`src/vrc_regs.vh`:
```
// Offsets, field positions and reset values of the second channel registers
`ifndef VRC_REGS_VH
`define VRC_REGS_VH

`define VRC_ADDR_W          12
`define VRC_CAP_OFFSET      12'h16C
`define VRC_CTL_OFFSET      12'h170
`define VRC_STAT_OFFSET     12'h174
`define VRC_STAT_SHIFT      16

`define VRC_EN_BIT          31
`define VRC_ID_HI           26
`define VRC_ID_LO           24
`define VRC_SEL_HI          19
`define VRC_SEL_LO          17
`define VRC_LOAD_BIT        16
`define VRC_MAP_HI          7
`define VRC_MAP_LO          0

`define VRC_PEND_BIT        1
`define VRC_TBL_BIT         0

`define VRC_CTL_RESET       32'h01000000
`define VRC_EN_RESET        1'h0
`define VRC_ID_RESET        3'h1
`define VRC_SEL_RESET       3'h0
`define VRC_MAP_RESET       8'h00
`define VRC_MAP_RO_MASK     8'hFE

`define VRC_SEL_ROUND_ROBIN 3'h0
`define VRC_SEL_TIME_WRR    3'h4
`define VRC_CAP_VALUE       32'h077F0011

`endif

```
`src/vrc_resource_control.v`:
```
// Control and status registers of the second virtual channel
//
// Summary of operation
// [RL1] Writing one to bit 31 starts negotiation and sets pending; resets 0.
// [RL2] Channel identifier bits 26:24 read/write, reset to 001b.
// [RL3] Software never writes identifier 000b; that belongs to channel zero.
// [RL4] Scheme select bits 19:17 read/write; index into capability bits.
// [RL5] Select 000 is round-robin and reset; 100 is time-based WRR.
// [RL6] Software writes only select 000 or 100; others are reserved.
// [RL7] Writing one to bit 16 loads staged table into working tables.
// [RL8] Load bit is self-clearing and always reads zero.
// [RL9] Map bit one means that traffic class uses this channel.
// [RL10] Map bit 0 is read-only zero; class zero never maps here.
// [RL11] Class map resets to 00h.
// [RL12] Reserved bits 30:27, 23:20, 15:8 read zero.
// [RL13] Whole control register resets to 0100 0000h.
// [RL14] Pending flag stays set while enable negotiation is in progress.
// [RL15] Table status flag clears when a requested refresh completes.
// [RL16] Capability field reads 11h: round-robin and time-based WRR.
// [RL17] Writes change only read/write fields of the control register.

`include "vrc_regs.vh"

module vrc_resource_control
(
    input  wire        clock,
    input  wire        rst,
    input  wire        ce,
    input  wire        cfg_wr,
    input  wire        cfg_rd,
    input  wire [11:0] cfg_addr,
    input  wire [31:0] cfg_wdata,
    input  wire [3:0]  cfg_be,
    input  wire        neg_done,
    input  wire        table_modified,
    input  wire        table_load_done,
    output wire [31:0] cfg_rdata,
    output wire        cfg_rvalid,
    output wire        second_channel_enable,
    output wire [2:0]  channel_identifier,
    output wire [2:0]  port_scheme_select,
    output wire [7:0]  class_to_channel_map,
    output wire        negotiation_pending_flag,
    output wire        table_status_flag,
    output wire        neg_start,
    output wire        table_load
);

    localparam NEG_IDLE  = 1'b0;
    localparam NEG_BUSY  = 1'b1;
    localparam LOAD_IDLE = 1'b0;
    localparam LOAD_BUSY = 1'b1;

    reg        en_ff;
    reg [2:0]  id_ff;
    reg [2:0]  sel_ff;
    reg [7:0]  map_ff;
    reg        pend_ff;
    reg        tbl_ff;
    reg        neg_st_ff;
    reg        load_st_ff;
    reg        neg_start_ff;
    reg        table_load_ff;
    reg [31:0] rdata_ff;
    reg        rvalid_ff;

    reg        nxt_en;
    reg [2:0]  nxt_id;
    reg [2:0]  nxt_sel;
    reg [7:0]  nxt_map;
    reg        nxt_pend;
    reg        nxt_tbl;
    reg        nxt_neg_st;
    reg        nxt_load_st;
    reg        nxt_neg_start;
    reg        nxt_table_load;
    reg [31:0] nxt_rdata;
    reg        nxt_rvalid;

    wire        ctl_wr;
    wire        en_wr_one;
    wire        load_wr_one;
    wire [31:0] ctl_view;
    wire [31:0] stat_view;

    assign ctl_wr      = cfg_wr && (cfg_addr == `VRC_CTL_OFFSET);
    assign en_wr_one   = ctl_wr && cfg_be[3] && cfg_wdata[`VRC_EN_BIT];
    assign load_wr_one = ctl_wr && cfg_be[2] && cfg_wdata[`VRC_LOAD_BIT];

    // Reserved bits and the load trigger are built as constant zeros
    assign ctl_view = {en_ff,
                       4'h0,                       // RL12
                       id_ff,
                       4'h0,                       // RL12
                       sel_ff,
                       1'b0,                       // RL8
                       8'h00,                      // RL12
                       map_ff[7:1],
                       1'b0};                      // RL10

    // Status sits in the upper half of its dword
    assign stat_view = {14'h0000,
                        pend_ff,
                        tbl_ff,
                        16'h0000};

    // Control register fields
    always @*
    begin
        nxt_en  = en_ff;
        nxt_id  = id_ff;
        nxt_sel = sel_ff;
        nxt_map = map_ff;
        if (ctl_wr)
        begin
            if (cfg_be[3])
            begin
                nxt_en = cfg_wdata[`VRC_EN_BIT];                        // RL1
                // Stored as written; identifier zero is left to software
                nxt_id = cfg_wdata[`VRC_ID_HI:`VRC_ID_LO];              // RL2
            end
            if (cfg_be[2])
            begin
                // Unsupported encodings are kept, not coerced
                nxt_sel = cfg_wdata[`VRC_SEL_HI:`VRC_SEL_LO];           // RL4
            end
            if (cfg_be[0])
            begin
                nxt_map = cfg_wdata[`VRC_MAP_HI:`VRC_MAP_LO]
                          & `VRC_MAP_RO_MASK;                           // RL10
            end
        end
    end                                                                 // RL17

    // Negotiation sequence
    always @*
    begin
        nxt_neg_st    = neg_st_ff;
        nxt_pend      = pend_ff;
        nxt_neg_start = 1'b0;
        case (neg_st_ff)
            NEG_IDLE:
            begin
                if (en_wr_one)
                begin
                    nxt_neg_start = 1'b1;                               // RL1
                    nxt_pend      = 1'b1;                               // RL1
                    nxt_neg_st    = NEG_BUSY;
                end
            end
            NEG_BUSY:
            begin
                // A fresh enable in the completion cycle restarts, set wins
                if (en_wr_one)
                begin
                    nxt_neg_start = 1'b1;
                    nxt_pend      = 1'b1;                               // RL14
                end
                else if (neg_done)
                begin
                    nxt_pend   = 1'b0;                                  // RL14
                    nxt_neg_st = NEG_IDLE;
                end
            end
            default:
            begin
                nxt_neg_st = NEG_IDLE;
                nxt_pend   = 1'b0;
            end
        endcase
    end

    // Table load sequence and table status flag
    always @*
    begin
        nxt_load_st    = load_st_ff;
        nxt_tbl        = tbl_ff;
        nxt_table_load = 1'b0;
        case (load_st_ff)
            LOAD_IDLE:
            begin
                if (load_wr_one)
                begin
                    nxt_table_load = 1'b1;                              // RL7
                    nxt_load_st    = LOAD_BUSY;
                end
            end
            LOAD_BUSY:
            begin
                // A second trigger during a load is absorbed by it
                if (table_load_done)
                begin
                    nxt_tbl     = 1'b0;                                 // RL15
                    nxt_load_st = LOAD_IDLE;
                end
            end
            default:
            begin
                nxt_load_st = LOAD_IDLE;
            end
        endcase
        // A table edit in the clearing cycle keeps the flag set
        if (table_modified)
        begin
            nxt_tbl = 1'b1;
        end
    end

    // Read data, answered one cycle after the request
    always @*
    begin
        nxt_rvalid = cfg_rd;
        nxt_rdata  = 32'h00000000;
        if (cfg_rd)
        begin
            case (cfg_addr)
                `VRC_CAP_OFFSET:  nxt_rdata = `VRC_CAP_VALUE;           // RL16
                `VRC_CTL_OFFSET:  nxt_rdata = ctl_view;
                `VRC_STAT_OFFSET: nxt_rdata = stat_view;
                default:          nxt_rdata = 32'h00000000;
            endcase
        end
    end

    // Control fields; ce low freezes them with the rest of the state
    always @(posedge clock or posedge rst)
    begin
        if (rst)
        begin
            en_ff  <= `VRC_EN_RESET;                                    // RL13
            id_ff  <= `VRC_ID_RESET;                                    // RL2
            sel_ff <= `VRC_SEL_RESET;                                   // RL5
            map_ff <= `VRC_MAP_RESET;                                   // RL11
        end
        else if (ce)
        begin
            en_ff  <= nxt_en;
            id_ff  <= nxt_id;
            sel_ff <= nxt_sel;
            map_ff <= nxt_map;
        end
    end

    // Negotiation state, pending flag and start pulse
    always @(posedge clock or posedge rst)
    begin
        if (rst)
        begin
            neg_st_ff    <= NEG_IDLE;
            pend_ff      <= 1'b0;
            neg_start_ff <= 1'b0;
        end
        else if (ce)
        begin
            neg_st_ff    <= nxt_neg_st;
            pend_ff      <= nxt_pend;
            neg_start_ff <= nxt_neg_start;
        end
    end

    // Table load state, table flag and load pulse
    always @(posedge clock or posedge rst)
    begin
        if (rst)
        begin
            load_st_ff    <= LOAD_IDLE;
            tbl_ff        <= 1'b0;
            table_load_ff <= 1'b0;
        end
        else if (ce)
        begin
            load_st_ff    <= nxt_load_st;
            tbl_ff        <= nxt_tbl;
            table_load_ff <= nxt_table_load;                            // RL8
        end
    end

    // Read path; a frozen clock enable also holds the last answer
    always @(posedge clock or posedge rst)
    begin
        if (rst)
        begin
            rdata_ff  <= 32'h00000000;
            rvalid_ff <= 1'b0;
        end
        else if (ce)
        begin
            rdata_ff  <= nxt_rdata;
            rvalid_ff <= nxt_rvalid;
        end
    end

    assign cfg_rdata                = rdata_ff;
    assign cfg_rvalid               = rvalid_ff;
    assign second_channel_enable    = en_ff;
    assign channel_identifier       = id_ff;
    assign port_scheme_select       = sel_ff;                           // RL5
    assign class_to_channel_map     = map_ff;                           // RL9
    assign negotiation_pending_flag = pend_ff;
    assign table_status_flag        = tbl_ff;
    assign neg_start                = neg_start_ff;
    assign table_load               = table_load_ff;

endmodule // vrc_resource_control

```
`config.mk`:
```
export PLATFORM = sky130hd
export DESIGN_NAME = vrc_resource_control
export DESIGN_NICKNAME = d
export VERILOG_FILES = /design/src/vrc_resource_control.v
export VERILOG_INCLUDE_DIRS = /design/src
export SDC_FILE = /design/constraint.sdc
export NUM_CORES = 1
export LEC_CHECK = 0
export ABC_CLOCK_PERIOD_IN_PS = 1000
export BUFFER_PORTS_ARGS = -buffer_cell sky130_fd_sc_hd__buf_4
export CAP_MARGIN = 20
export CORE_ASPECT_RATIO = 0.5
export CORE_UTILIZATION = 38
export DETAILED_ROUTE_END_ITERATION = 12
export PLACE_DENSITY = 0.79
export SKIP_CTS_REPAIR_TIMING = 1
export SYNTH_ARGS = -nofsm -noshare
export SYNTH_HDL_FRONTEND = slang
export SYNTH_SLANG_ARGS = --single-unit
```
`constraint.sdc`:
```
create_clock -name clock -period 1 [get_ports clock]
set_clock_uncertainty 0.05 [all_clocks]
set_input_delay 0.2 -clock clock [delete_from_list [all_inputs] [get_ports clock]]
set_output_delay 0.2 -clock clock [all_outputs]
set_load 0.005 [all_outputs]
```
==> impl_metrics.ini <==
[yosys]
yosys-top-cells-area = dfrtp_1 (53%), mux2_2 (8.5%), buf_4 (7.4%)
synth_most_common_cell = dfrtp_1
syn_avg_cell_area_um2 = 11.7
yosys.area_share.adder_pct = 0
synth_top_family_by_area = simple AND/OR/NAND/NOR gates
synth-seq-area-share_pct = 54.0
synth_common_cells = dfrtp_1 (36), buf_4 (17), mux2_2 (13)
yosysTopAreaCell = dfrtp_1
synth_simple_gate_area_share_pct = 13.4
synth_ff_type = dfrtp_1
synth_edf_count = 0
ys_types = 29
syn_inst = 147
synth_top_area_share_pct = 52.5
synth-compound-area-share_pct = 12.4
ys_ff_latch = 37
synthArstFlopShare_pct = 100
synth-xor-area-share_pct = 0
synth.area.mux_share_pct = 8.53
ys_warn_count = 0
synthesis.area_mm2 = 0.00172

[sta]
timing.hold.ws_ns = 0.0790
min_period_ns = 1.22
max_freq_mhz = 819
setup_violations = 71
drv_slew = 0
hold_viol = 0
fin_setup_tns_ns = -8.31
rsz0062_at_grt = true
finalCritPeriodShare_pct = 122
fin_ws_ns = -0.221

[clock_tree]
cts_root_buffer = clkbuf_8
tritoncts = built
clockBufferDepth = 2
insertion_delay_ns = 0.29
htreeDepth = 2
cts_made_buffers = 5
clk_pin_slew_ns = 0.08
cts_sinks = 37

[placement]
dpl.hpwl_um = 3070
gp_congestion = 0.775
place.port_buffers = 75
preCtsSetupSlack_ns = -0.546

[critical_path]
crit_end = neg_st_ff
r2r-start = cfg_rdata[4]
crit_top_cell = buf_4
setup.worst_path.start = cfg_addr[11]
worstRegToRegCells = 4
critPathMaxStageDelay_ns = 0.26
cp_max_fo = 5
crit_path_top_delay_cell = or2_4
ff2ff_setup_slack_ns = -0.03
path_class = input pin to register
required_ns = 1.18
reg2reg_to = cfg_rdata[4]
crit_chain = buf_4, nor4b_4, buf_4, nand4_1, buf_6, or2_4, nand2_1
worst_setup_path_end_kind = register
cp.arrival_ns = 1.40
worst_setup_path_start_kind = input pin

[floorplanning]
rows = 16
die_w_um = 97.0
ioPinCount = 108
core_area_mm2 = 0.00410
die_y_um = 49.5
die_area_mm2 = 0.00480
start_util_pct = 41.8

[drt]
first_pass_iters = 4
ant_nets = 0
routedWlPerCell_um = 17.1
drc_errors = 0
drtIter0Drc = 75
totalWireLength_um = 5360
vias = 1585
viasPerCell = 5.05

[power_and_ir_drop]
vdd_drop_max_mv = 0.887
power.leakage_nw = 1.60
power_density_mw_per_mm2 = 1080

[cells_and_area]
final_nets = 315
drive_above_1_share_pct = 56.9
syn2layout_area_growth_pct = 70.3
insertedDiodeCount = 0
fillCellCount = 239

[global_routing]
grt_use_total_pct = 17.3
grt_pass1_vias = 1335
grt_pass1_wl_um = 6320
grt_max_degree = 38
gr-total-overflow = 0
antenna_found_initial = 0

[hold_path]
hp-class = input pin to register

[job]
drv_cap = 0

[run_status]
outcome = finished, violations left
violations = negative setup slack
-- layout make-up --
type / instances / area, um2 / share of cell area (%)
Sequential cell: 37 / 928 / 31.8
Clock inverter: 1 / 30.0 / 1.03
Inverter: 12 / 48.8 / 1.67
Tap cell: 54 / 67.6 / 2.31
Clock buffer: 7 / 86.3 / 2.96
Multi-Input combinational cell: 91 / 734 / 25.1
Timing Repair Buffer: 112 / 1030 / 35.1
-- flip-flops by register name (all words and copies together) (netlist names) --
| signal | count |
|---|---|
| port_scheme_select | 3 |
| second_channel_enable | 1 |
| cfg_rdata | 16 |
| table_status_flag | 1 |
| neg_st_ff | 1 |
| load_st_ff | 1 |
| negotiation_pending_flag | 1 |
| class_to_channel_map | 7 |
| channel_identifier | 3 |
| table_load | 1 |
| cfg_rvalid | 1 |
| neg_start | 1 |
-- cells in the final DEF, fill, tap and decap left out, types with 4 or more instances in the layout --
cell type / count
a21o_1: 8
a22o_1: 8
and3_1: 4
buf_4: 67
buf_6: 42
clkbuf_8: 6
conb_1: 14
dfrtp_1: 35
inv_1: 11
mux2_2: 12
nand2_1: 8
nand4_1: 4
o21ai_0: 5
-- report_power, final --
group / leakage [nW] / internal [mW] / switching (mW) / total, mW
Sequential: 0.505 / 1.50 / 0.00424 / 1.50
Combinational: 1.03 / 0.171 / 0.144 / 0.315
Clock: 0.0585 / 0.813 / 0.534 / 1.35
-- worst min path at each step --
stage | from | to | cells past startpoint
global placement | rst | port_scheme_select[2] | 3
floorplan | rst | cfg_rdata[16] | 1
global route | cfg_wdata[24] | channel_identifier[0] | 2
CTS | rst | port_scheme_select[2] | 3
detailed placement | rst | port_scheme_select[2] | 3
finish | table_modified | table_status_flag | 2
-- routing by layer --
| metal | track usage, % | vias to the layer above | routed length [um] |
|---|---|---|---|
| li1 | - | 709 | - |
| met1 | 21.2 | 792 | 2280 |
| met2 | 29.3 | 74 | 2670 |
| met3 | 4.68 | 10 | 327 |
| met4 | 7.21 | 0 | 84 |
| met5 | 0 | - | 0 |
-- metrics by stage --
stage | total power [mW] | utilization (%) | instance area [um2] | instances
global route | 3.26 | 71.2 | 2920 | 314
detailed placement | 1.81 | 58.0 | 2380 | 281
finish | 3.17 | 71.2 | 2920 | 314
CTS | 3.13 | 60.8 | 2500 | 289
global placement | 1.80 | 58.0 | 2380 | 281
floorplan | 1.66 | - | 1780 | 160
-- cells by family after synthesis --
family,after synthesis
DFF,37
and+or+nand+nor,33
buffers and inverters,33
AOI/OAI and AO/OA,30
muxes,13
other,1
-- critical path: cells and delay by family --
kind                   cells  cell delay [ns]
buffers and inverters      3             0.48
and+or+nand+nor            4             0.72
No activity file was read; power rests on OpenSTA's default activity.
